## src/logic/sscr_regs.svh

```systemverilog
// constants of the sensor command/response block
`ifndef SSCR_REGS_SVH
`define SSCR_REGS_SVH

// ----------------------------------------------------------------
// frame
// ----------------------------------------------------------------
`define SSCR_FRAME_BITS   5'd16
`define SSCR_CNT_MAX      5'd31
`define SSCR_OP_HI        15
`define SSCR_OP_LO        14
`define SSCR_ROP_HI       13
`define SSCR_ROP_LO       12
`define SSCR_PAYLOAD_HI   7
`define SSCR_REG_PAR_BIT  10
`define SSCR_ACC_PAR_BIT  12

// ----------------------------------------------------------------
// operation selector and register operations
// ----------------------------------------------------------------
`define SSCR_OP_REG       2'h0
`define SSCR_OP_X         2'h1
`define SSCR_OP_Y         2'h2
`define SSCR_OP_BAD       2'h3
`define SSCR_ROP_PTR_RD   2'h0
`define SSCR_ROP_PTR_WR   2'h1
`define SSCR_ROP_DAT_RD   2'h2
`define SSCR_ROP_DAT_WR   2'h3

// ----------------------------------------------------------------
// registers
// ----------------------------------------------------------------
`define SSCR_ADDR_DEVICE_CONTROL  8'h0e
`define SSCR_DEVICE_CONTROL_RST   8'h00
`define SSCR_DEVICE_CONTROL_CE    7
`define SSCR_DEVICE_CONTROL_ST_HI 1
`define SSCR_DEVICE_CONTROL_ST_LO 0
`define SSCR_RD_UNMAPPED  8'h00

// ----------------------------------------------------------------
// exception classes and codes
// ----------------------------------------------------------------
`define SSCR_EC_NONE      2'h0
`define SSCR_EC_BEH       2'h1
`define SSCR_EC_CRIT      2'h2
`define SSCR_EC_TRANS     2'h3
`define SSCR_STAT_ONES    3'h7
`define SSCR_STAT_NONE    3'h0
`define SSCR_CRIT_WORD    16'hfffe
`define SSCR_CODE_CRIT    11'h7ff
`define SSCR_CODE_AXIS    11'h7fe
`define SSCR_CODE_OVF     11'h7fd
`define SSCR_CODE_OVR     11'h7fc
`define SSCR_CODE_MAX     11'h7fb
`define SSCR_CODE_ZERO    11'h400
`define SSCR_CODE_MIN     11'h005
`define SSCR_CODE_UDR     11'h004
`define SSCR_CODE_UDF     11'h003
`define SSCR_CODE_CLK     11'h002
`define SSCR_CODE_PAR     11'h001
`define SSCR_STAT_CLK     8'h02
`define SSCR_STAT_PAR     8'h01
`define SSCR_STAT_AXIS    8'h03
`define SSCR_EMPTY_WORD   16'h0000

`endif

```

## src/logic/sscr_pkg.sv

```systemverilog
// types of the sensor command/response block
`default_nettype none
package sscr_pkg;

	// one axis sample as delivered by the filter chain
	typedef struct packed {
		logic [10:0] raw;
		logic        ovf;
		logic        ovr;
		logic        udr;
		logic        udf;
	} sscr_sample_t;

	typedef enum logic [2:0] {
		SSCR_IDLE  = 3'h1,
		SSCR_SHIFT = 3'h2,
		SSCR_BUILD = 3'h4
	} sscr_state_t;

endpackage
`default_nettype wire

```

## src/logic/sscr_sample_fmt.sv

```systemverilog
// saturation coding, clamping and sign selection of one axis
`timescale 1ns/100ps
`default_nettype none
`include "sscr_regs.svh"
module sscr_sample_fmt (
	input  wire logic                  core_clk,  // device clock
	input  wire logic                  rst_b,     // async reset, low
	input  wire sscr_pkg::sscr_sample_t sample,   // raw sample and flags
	input  wire logic                  signedSel, // two's complement out
	output logic [10:0]                code_q     // coded sample
);
	logic [10:0] clamped;
	logic [10:0] code_d;

	assign clamped = (sample.raw < `SSCR_CODE_MIN) ? `SSCR_CODE_MIN :
		(sample.raw > `SSCR_CODE_MAX) ? `SSCR_CODE_MAX : sample.raw;
	assign code_d = sample.ovf ? `SSCR_CODE_OVF :
		sample.udf ? `SSCR_CODE_UDF :
		sample.ovr ? `SSCR_CODE_OVR :
		sample.udr ? `SSCR_CODE_UDR :
		signedSel ? (clamped ^ `SSCR_CODE_ZERO) : clamped;

	always_ff @(posedge core_clk or negedge rst_b) begin
		if (!rst_b) begin
			code_q <= `SSCR_CODE_ZERO;
		end else begin
			code_q <= code_d;
		end
	end
endmodule // sscr_sample_fmt
`default_nettype wire

```

## src/logic/sscr_resp_buf.sv

```systemverilog
// two-entry response buffer with valid/ready on both sides
`timescale 1ns/100ps
`default_nettype none
module sscr_resp_buf (
	input  wire logic        core_clk, // device clock
	input  wire logic        rst_b,    // async reset, low
	input  wire logic        inVal,    // word offered
	output logic             inRdy,    // room for a word
	input  wire logic [15:0] inData,   // word in
	output logic             outVal,   // word available
	input  wire logic        outRdy,   // word taken
	output logic [15:0]      outData   // head word
);
	logic [15:0] mem_q [2];
	logic        wrPtr_q;
	logic        rdPtr_q;
	logic [1:0]  cnt_q;
	logic        doPush;
	logic        doPop;

	assign inRdy   = (cnt_q != 2'h2);
	assign outVal  = (cnt_q != 2'h0);
	assign outData = mem_q[rdPtr_q];
	assign doPush  = inVal & inRdy;
	assign doPop   = outVal & outRdy;

	always_ff @(posedge core_clk or negedge rst_b) begin
		if (!rst_b) begin
			mem_q[0] <= 16'h0000;
			mem_q[1] <= 16'h0000;
			wrPtr_q  <= 1'b0;
			rdPtr_q  <= 1'b0;
			cnt_q    <= 2'h0;
		end else begin
			if (doPush) begin
				mem_q[wrPtr_q] <= inData;
				wrPtr_q        <= ~wrPtr_q;
			end
			if (doPop) begin
				rdPtr_q <= ~rdPtr_q;
			end
			cnt_q <= cnt_q + {1'b0, doPush} - {1'b0, doPop};
		end
	end
endmodule // sscr_resp_buf
`default_nettype wire

```

## src/logic/sscr_core.sv

```systemverilog
// serial command decoder and response framer of the two-axis sensor
`timescale 1ns/100ps
`default_nettype none
`include "sscr_regs.svh"
module sscr_core (
	input  wire logic                   core_clk,        // 20 MHz device clock
	input  wire logic                   rst_b,           // async reset, low
	input  wire logic                   spiCsB,          // chip select, low
	input  wire logic                   spiSclk,         // serial clock
	input  wire logic                   spiMosi,         // serial data in
	output logic                        spiMiso,         // serial data out
	input  wire logic                   captureFreezeIn, // freeze level
	input  wire logic                   signedSampleSel, // signed samples
	input  wire logic                   initBusy,        // init in progress
	input  wire logic                   critFault,       // critical fault
	input  wire logic                   oscFault,        // oscillator fault
	input  wire sscr_pkg::sscr_sample_t xSample,         // X axis sample
	input  wire sscr_pkg::sscr_sample_t ySample,         // Y axis sample
	output logic [7:0]                  deviceControl,   // control register
	output logic                        selftestActive,  // self-test on
	output logic                        clearExcPulse    // clear-exception pulse
);
	// ----------------------------------------------------------------
	// state
	// ----------------------------------------------------------------
	sscr_pkg::sscr_state_t state_q, state_d;
	logic        csPrev_q, sclkPrev_q;
	logic [15:0] rx_q;
	logic [15:0] tx_q;
	logic [4:0]  edgeCnt_q;
	logic        sclkHiAtCs_q;
	logic        miso_q;
	logic [7:0]  ptr_q;
	logic [7:0]  device_control_q;
	logic        selftest_q;
	logic        clrPulse_q;
	logic        devRes_q;
	logic [15:0] resp_q;
	logic        pushPend_q;
	logic [10:0] axisCode [2];

	// ----------------------------------------------------------------
	// edge detection
	// ----------------------------------------------------------------
	logic csFall, csRise, sclkRise, sclkFall;
	assign csFall   = csPrev_q & ~spiCsB;
	assign csRise   = ~csPrev_q & spiCsB;
	assign sclkRise = ~sclkPrev_q & spiSclk & ~spiCsB;
	assign sclkFall = sclkPrev_q & ~spiSclk & ~spiCsB;

	// ----------------------------------------------------------------
	// sample formatting, one per axis
	// ----------------------------------------------------------------
	genvar gi;
	generate
		for (gi = 0; gi < 2; gi++) begin : g_axis
			sscr_sample_fmt u_fmt (
				.core_clk  (core_clk),
				.rst_b     (rst_b),
				.sample    ((gi == 0) ? xSample : ySample),
				.signedSel (signedSampleSel),
				.code_q    (axisCode[gi])
			);
		end
	endgenerate

	// ----------------------------------------------------------------
	// command decode
	// ----------------------------------------------------------------
	logic [1:0] opSel, regOp;
	logic [7:0] cmdPayload;
	logic       isReg;
	assign opSel      = rx_q[`SSCR_OP_HI:`SSCR_OP_LO];
	assign regOp      = rx_q[`SSCR_ROP_HI:`SSCR_ROP_LO];
	assign cmdPayload = rx_q[`SSCR_PAYLOAD_HI:0];
	assign isReg      = (opSel == `SSCR_OP_REG);

	// ----------------------------------------------------------------
	// exception detection and priority
	// ----------------------------------------------------------------
	logic clkFault, parFault, axisFault, transient, critRes, beh1;
	logic [1:0]  excClass;
	logic [7:0]  transStat;
	logic [10:0] transCode;
	assign clkFault  = (edgeCnt_q != `SSCR_FRAME_BITS) | sclkHiAtCs_q;
	assign parFault  = ~(^rx_q);
	assign axisFault = (opSel == `SSCR_OP_BAD);
	// this frame's faults go into the next frame's reply
	assign transient = clkFault | parFault | axisFault;
	assign critRes   = critFault | initBusy | devRes_q;
	assign beh1      = selftest_q ^ captureFreezeIn;
	assign excClass  = transient ? `SSCR_EC_TRANS :
		critRes ? `SSCR_EC_CRIT :
		beh1 ? `SSCR_EC_BEH : `SSCR_EC_NONE;
	// fault codes by order of precedence
	assign transCode = clkFault ? `SSCR_CODE_CLK :
		parFault ? `SSCR_CODE_PAR : `SSCR_CODE_AXIS;
	assign transStat = clkFault ? `SSCR_STAT_CLK :
		parFault ? `SSCR_STAT_PAR : `SSCR_STAT_AXIS;

	// ----------------------------------------------------------------
	// register side
	// ----------------------------------------------------------------
	logic       writeOk, ptrWrite, ctlWrite;
	logic [7:0] readData;
	// no writes on a faulty transfer
	assign writeOk  = isReg & ~transient;
	assign ptrWrite = writeOk & (regOp == `SSCR_ROP_PTR_WR);
	// only the control register takes data
	assign ctlWrite = writeOk & (regOp == `SSCR_ROP_DAT_WR) &
		(ptr_q == `SSCR_ADDR_DEVICE_CONTROL);
	assign readData = (ptr_q == `SSCR_ADDR_DEVICE_CONTROL) ? device_control_q : `SSCR_RD_UNMAPPED;

	// ----------------------------------------------------------------
	// response framing
	// ----------------------------------------------------------------
	logic [10:0] accelSample;
	logic [15:0] accelNoPar, regNoPar, respNoPar, respWord;
	logic [7:0]  regPayload;
	logic [2:0]  regTop;
	logic        parApplies, parBit;

	assign accelSample = (opSel == `SSCR_OP_X) ? axisCode[0] : axisCode[1];
	assign accelNoPar = (excClass == `SSCR_EC_TRANS) ?
		{`SSCR_STAT_ONES, 1'b0, transCode, 1'b0} :
		{beh1, opSel, 1'b0, accelSample, 1'b0};

	assign regPayload =
		(excClass == `SSCR_EC_TRANS) ? transStat :
		(regOp == `SSCR_ROP_PTR_RD) ? ptr_q :
		(regOp == `SSCR_ROP_DAT_RD) ? readData :
		(regOp == `SSCR_ROP_DAT_WR) ? ptr_q : 8'h00;
	assign regTop = (excClass == `SSCR_EC_NONE) ? `SSCR_STAT_NONE : `SSCR_STAT_ONES;
	assign regNoPar = {regTop, regOp, 1'b0, excClass, regPayload};

	assign respNoPar = isReg ? regNoPar : accelNoPar;
	assign parApplies = ~(isReg & (regOp == `SSCR_ROP_PTR_WR) &
		(excClass != `SSCR_EC_TRANS));
	assign parBit = parApplies & ~(^respNoPar);

	always_comb begin
		respWord = respNoPar;
		if (!isReg && excClass == `SSCR_EC_CRIT) begin
			respWord = `SSCR_CRIT_WORD;
		end else if (isReg) begin
			respWord[`SSCR_REG_PAR_BIT] = parBit;
		end else begin
			respWord[`SSCR_ACC_PAR_BIT] = parBit;
		end
	end

	// ----------------------------------------------------------------
	// response buffer
	// ----------------------------------------------------------------
	logic        bufInRdy, bufOutVal;
	logic [15:0] bufOutData;
	sscr_resp_buf u_buf (
		.core_clk (core_clk),
		.rst_b    (rst_b),
		.inVal    (pushPend_q),
		.inRdy    (bufInRdy),
		.inData   (resp_q),
		.outVal   (bufOutVal),
		.outRdy   (csFall),
		.outData  (bufOutData)
	);

	// ----------------------------------------------------------------
	// frame sequencing
	// ----------------------------------------------------------------
	always_comb begin
		state_d = state_q;
		case (state_q)
			sscr_pkg::SSCR_IDLE: begin
				if (csFall) begin
					state_d = sscr_pkg::SSCR_SHIFT;
				end
			end
			sscr_pkg::SSCR_SHIFT: begin
				if (csRise) begin
					state_d = sscr_pkg::SSCR_BUILD;
				end
			end
			sscr_pkg::SSCR_BUILD: begin
				// wait while the previous reply is still unaccepted
				if (!pushPend_q) begin
					state_d = sscr_pkg::SSCR_IDLE;
				end
			end
			default: begin
				state_d = sscr_pkg::SSCR_IDLE;
			end
		endcase
	end

	logic building;
	assign building = (state_q == sscr_pkg::SSCR_BUILD) & ~pushPend_q;

	always_ff @(posedge core_clk or negedge rst_b) begin
		if (!rst_b) begin
			state_q    <= sscr_pkg::SSCR_IDLE;
			csPrev_q   <= 1'b1;
			sclkPrev_q <= 1'b0;
		end else begin
			state_q    <= state_d;
			csPrev_q   <= spiCsB;
			sclkPrev_q <= spiSclk;
		end
	end

	// ----------------------------------------------------------------
	// shifting
	// ----------------------------------------------------------------
	always_ff @(posedge core_clk or negedge rst_b) begin
		if (!rst_b) begin
			rx_q         <= 16'h0000;
			tx_q         <= 16'h0000;
			edgeCnt_q    <= 5'h00;
			sclkHiAtCs_q <= 1'b0;
		end else if (csFall) begin
			rx_q         <= 16'h0000;
			tx_q         <= bufOutVal ? bufOutData : `SSCR_EMPTY_WORD;
			edgeCnt_q    <= 5'h00;
			sclkHiAtCs_q <= spiSclk;
		end else begin
			if (sclkRise) begin
				rx_q <= {rx_q[14:0], spiMosi};
				if (edgeCnt_q != `SSCR_CNT_MAX) begin
					edgeCnt_q <= edgeCnt_q + 5'h01;
				end
			end
			if (sclkFall) begin
				tx_q <= {tx_q[14:0], 1'b0};
			end
		end
	end

	always_ff @(posedge core_clk or negedge rst_b) begin
		if (!rst_b) begin
			miso_q <= 1'b0;
		end else begin
			miso_q <= ~spiCsB & (oscFault | tx_q[15]);
		end
	end

	// ----------------------------------------------------------------
	// register and reply update
	// ----------------------------------------------------------------
	always_ff @(posedge core_clk or negedge rst_b) begin
		if (!rst_b) begin
			ptr_q      <= 8'h00;
			device_control_q   <= `SSCR_DEVICE_CONTROL_RST;
			selftest_q <= 1'b0;
			clrPulse_q <= 1'b0;
			devRes_q   <= 1'b1;
			resp_q     <= 16'h0000;
			pushPend_q <= 1'b0;
		end else begin
			clrPulse_q <= 1'b0;
			if (pushPend_q && bufInRdy) begin
				pushPend_q <= 1'b0;
			end
			if (building) begin
				resp_q     <= respWord;
				pushPend_q <= 1'b1;
				if (ptrWrite) begin
					ptr_q <= cmdPayload;
				end
				if (ctlWrite) begin
					device_control_q   <= cmdPayload;
					selftest_q <= |cmdPayload[`SSCR_DEVICE_CONTROL_ST_HI:`SSCR_DEVICE_CONTROL_ST_LO];
					clrPulse_q <= cmdPayload[`SSCR_DEVICE_CONTROL_CE];
					if (cmdPayload[`SSCR_DEVICE_CONTROL_CE] && !initBusy) begin
						devRes_q <= 1'b0;
					end
				end
			end
		end
	end

	assign spiMiso        = miso_q;
	assign deviceControl  = device_control_q;
	assign selftestActive = selftest_q;
	assign clearExcPulse  = clrPulse_q;
endmodule // sscr_core
`default_nettype wire

```

## config.mk

```make
export PLATFORM = sky130hd
export DESIGN_NAME = sscr_core
export DESIGN_NICKNAME = d
export VERILOG_FILES = /design/src/logic/sscr_pkg.sv /design/src/logic/sscr_sample_fmt.sv /design/src/logic/sscr_resp_buf.sv /design/src/logic/sscr_core.sv
export VERILOG_INCLUDE_DIRS = /design/src /design/src/logic
export SDC_FILE = /design/constraint.sdc
export NUM_CORES = 1
export LEC_CHECK = 0
export ABC_CLOCK_PERIOD_IN_PS = 4500
export BUFFER_PORTS_ARGS = -buffer_cell sky130_fd_sc_hd__buf_2
export CORE_MARGIN = 2
export CORE_UTILIZATION = 30
export CTS_CLUSTER_SIZE = 12
export DETAILED_ROUTE_END_ITERATION = 16
export PLACE_DENSITY_LB_ADDON = 0.25
export SETUP_SLACK_MARGIN = 0.2
export SLEW_MARGIN = 10
export SYNTH_ARGS = -nofsm -noshare
export SYNTH_HDL_FRONTEND = slang
export SYNTH_SLANG_ARGS = --single-unit
```

## constraint.sdc

```tcl
create_clock -name core_clk -period 4.5 [get_ports core_clk]
set_clock_uncertainty 0.15 [all_clocks]
set_input_delay 0.9 -clock core_clk [delete_from_list [all_inputs] [get_ports core_clk]]
set_output_delay 0.9 -clock core_clk [all_outputs]
set_load 0.05 [all_outputs]
```

==> impl_metrics.json <==
{
  "slew_headroom_pct": 27.94,
  "hold_violations": 0,
  "ys_top_cells_by_count": "dfrtp_1 (133), mux2_2 (65), nand2_1 (63), a21oi_1 (41), nor2_1 (36)",
  "critPathMaxFanout": 9,
  "crit_arrival_ns": 4.05,
  "start_kind": "flop",
  "peakVddDrop_mv": 0.2502,
  "core_um2": 22570,
  "drcViolationCount": 0,
  "min_path_type": "flop to flop",
  "first_iter_violations": 269,
  "maxCapViolCount": 0,
  "floorplan.initialDensity_pct": 30.48,
  "p_total_w": 0.003659,
  "tritoncts": "done",
  "num_io_pins": 51,
  "nets": 738,
  "drive_gt1_share_pct": 24.64,
  "ys_ff_latch": 138,
  "synth-edff-count": 0,
  "grtUsageTotal_pct": 13.88,
  "vias_per_cell": 5.078,
  "power_density_nw_per_um2": 453.2,
  "ys.flop_type": "dfrtp_1",
  "cts-root-buf": "clkbuf_16",
  "drt-pass1-iter-count": 5,
  "ys_warn_count": 0,
  "ys_seq_area_share_pct": 50.28,
  "setup_viol": 0,
  "wl_per_cell_um": 16.28,
  "ys_top_cells_by_area": "dfrtp_1 (48%), mux2_2 (11%), nand2_1 (3.4%), a21oi_1 (3.0%), ha_1 (2.4%)",
  "first_global_vias": 5057,
  "routed_wl_um": 16000,
  "critPathKind": "flop to flop",
  "hpwl_um": 11400,
  "synth_cell_type_count": 56,
  "cts_sinks": 138,
  "antenna_left": 0,
  "diodes": 0,
  "outcome": "finished, final reports clean",
  "r2r_end": "resp_q[10]",
  "areaGrowthSynthToFinish_pct": 17.33,
  "clkTransAtPathRegs_ns": 0.06,
  "required_ns": 4.71,
  "fin_crit_sh_pct": 85.48,
  "startpoint": "rx_q[13]",
  "h-tree-depth": 4,
  "synthCells": 641,
  "timing.critical_path.to": "resp_q[10]",
  "overflow": 0,
  "vias": 4992,
  "gp_congestion": 0.8483,
  "setup_tns_ns": 0,
  "antenna_found_initial": 0,
  "cp-end-kind": "flop",
  "rsz0062_at_grt": "no",
  "die_w_um": 155.4,
  "fmax_mhz": 260.0,
  "fin_crit_ns": 3.847,
  "drv_slew": 0,
  "postCtsHoldBufs": 0,
  "post-cts-setup-buffer-count": 0,
  "synth_fp_nets": 694,
  "cts.repair.resized": 0,
  "r2r-start": "rx_q[13]",
  "rows": 55,
  "numCtsBuffers": 17,
  "worstSkewPairLatency_ns": 0.42,
  "clock_path_buffers": 2,
  "synth_most_common_cell": "dfrtp_1",
  "grt_pass1_wl_um": 26370,
  "synth_area_um2": 6880,
  "grt_max_degree": 82,
  "avgSynthCellArea_um2": 10.73,
  "yosys.area.top_type": "dfrtp_1",
  "reg2regPathDepth": 12,
  "ff2ff_setup_slack_ns": 0.65,
  "synth.top_cell.area_share_pct": 48.37,
  "power_leakage_nw": 3.495,
  "worst_pin_slew_ns": 1.080,
  "dieHeight_um": 155.4,
  "synthArstFlopShare_pct": 100.0,
  "die_area_um2": 24160,
  "port_buffers": 50
}
[registers in the layout, summed over array words and instances, names as in the netlist, 2 cells and up]
name and cells:
tx_q 16, u_buf.mem_q 32, state_q 3, rx_q 16, resp_q 16, ptr_q 8
u_buf.cnt_q 2, g_axis.u_fmt.code_q 22, deviceControl 8, edgeCnt_q 5
[logic make-up (layout without fill, tap and decap cells)]
kind of cell | after synthesis | count (layout) | share of synthesized area, %
AND/OR/NAND/NOR | 169 | 169 | 11.78
AO/OA/AOI/OAI | 162 | 162 | 15.60
flip-flops | 138 | 138 | 50.28
multiplexers | 70 | 70 | 11.37
buffers and inverters | 57 | 114 | 3.110
XOR/XNOR | 32 | 32 | 5.492
adder cells (fa/ha/maj) | 13 | 13 | 2.364
[report_power, final]
| group | internal [W] | leakage (nW) | switching [W] |
|---|---|---|---|
| Clock | 0.000960 | 0.303 | 0.000508 |
| Sequential | 0.00147 | 1.72 | 0.000163 |
| Combinational | 0.000311 | 1.48 | 0.000245 |
[final cells by class]
class,count,area [µm²]
timing repair buffer,60,331.6
tap,285,356.6
multi-input combinational,446,3213
clock buffer,26,519.2
sequential,138,3460
fill,2274,14500
inverter,22,82.58
clock inverter,6,110.1
[metrics by stage]
stage                     util (%)  setup WS (ns)  area [µm²]  cells  hold slack, ns
after global placement       32.98         0.7114        7443    951          0.3132
after detailed placement     32.98         0.6471        7443    951          0.3160
final                        35.77         0.6535        8073    983          0.3289
after CTS                    35.77         0.6258        8073    983          0.3313
after floorplan                  -         0.9721        6880    641          0.2933
after global routing         35.77         0.4217        8073    983          0.3490
[per-layer routing]
| layer | track usage (%) | up-vias | share of wire, % |
|---|---|---|---|
| li1 | - | 2390 | - |
| met1 | 18.35 | 2449 | 47 |
| met2 | 22.19 | 132 | 47 |
| met3 | 3.482 | 21 | 4.2 |
| met4 | 4.849 | 0 | 1.8 |
| met5 | 0 | - | 0 |
[worst max-delay path, stage by stage (launching register included)]
cell and delay (ns):
dfrtp_1 0.45, inv_1 0.12, ha_1 0.30, xnor2_1 0.14, xnor3_2 0.51, xnor2_4 0.30
o211ai_1 0.20, xor2_1 0.19, xnor3_1 0.43, xnor2_1 0.17, xnor3_1 0.44, a211oi_2 0.22
o32a_1 0.17
[worst min-delay path by stage]
stage / slack (ns) / depth (start not counted) / start / endpoint
floorplan: 0.29 / 1 / pushPend_q / state_q[0]
global placement: 0.31 / 1 / u_buf.cnt_q[1] / u_buf.cnt_q[1]
detailed placement: 0.32 / 1 / u_buf.cnt_q[1] / u_buf.cnt_q[1]
CTS: 0.33 / 1 / u_buf.cnt_q[1] / u_buf.cnt_q[1]
global route: 0.35 / 1 / u_buf.cnt_q[1] / u_buf.cnt_q[1]
finish: 0.33 / 2 / tx_q[15] / tx_q[15]
[placed cells by master, fill, tap and decap left out, types with 7 or more instances in the layout]
master,n
a21oi_1,41
xor2_1,9
inv_1,22
a22oi_1,20
nor4_1,7
a31oi_1,7
buf_4,10
o21bai_1,18
xnor2_1,16
nand3_1,15
buf_2,49
o21ai_0,28
a211oi_1,8
clkbuf_16,17
o22ai_1,7
ha_1,13
mux2_2,65
nand2_1,63
nor2_1,35
dfrtp_1,133
nor2b_1,12
(Power assumes the default switching activity.)
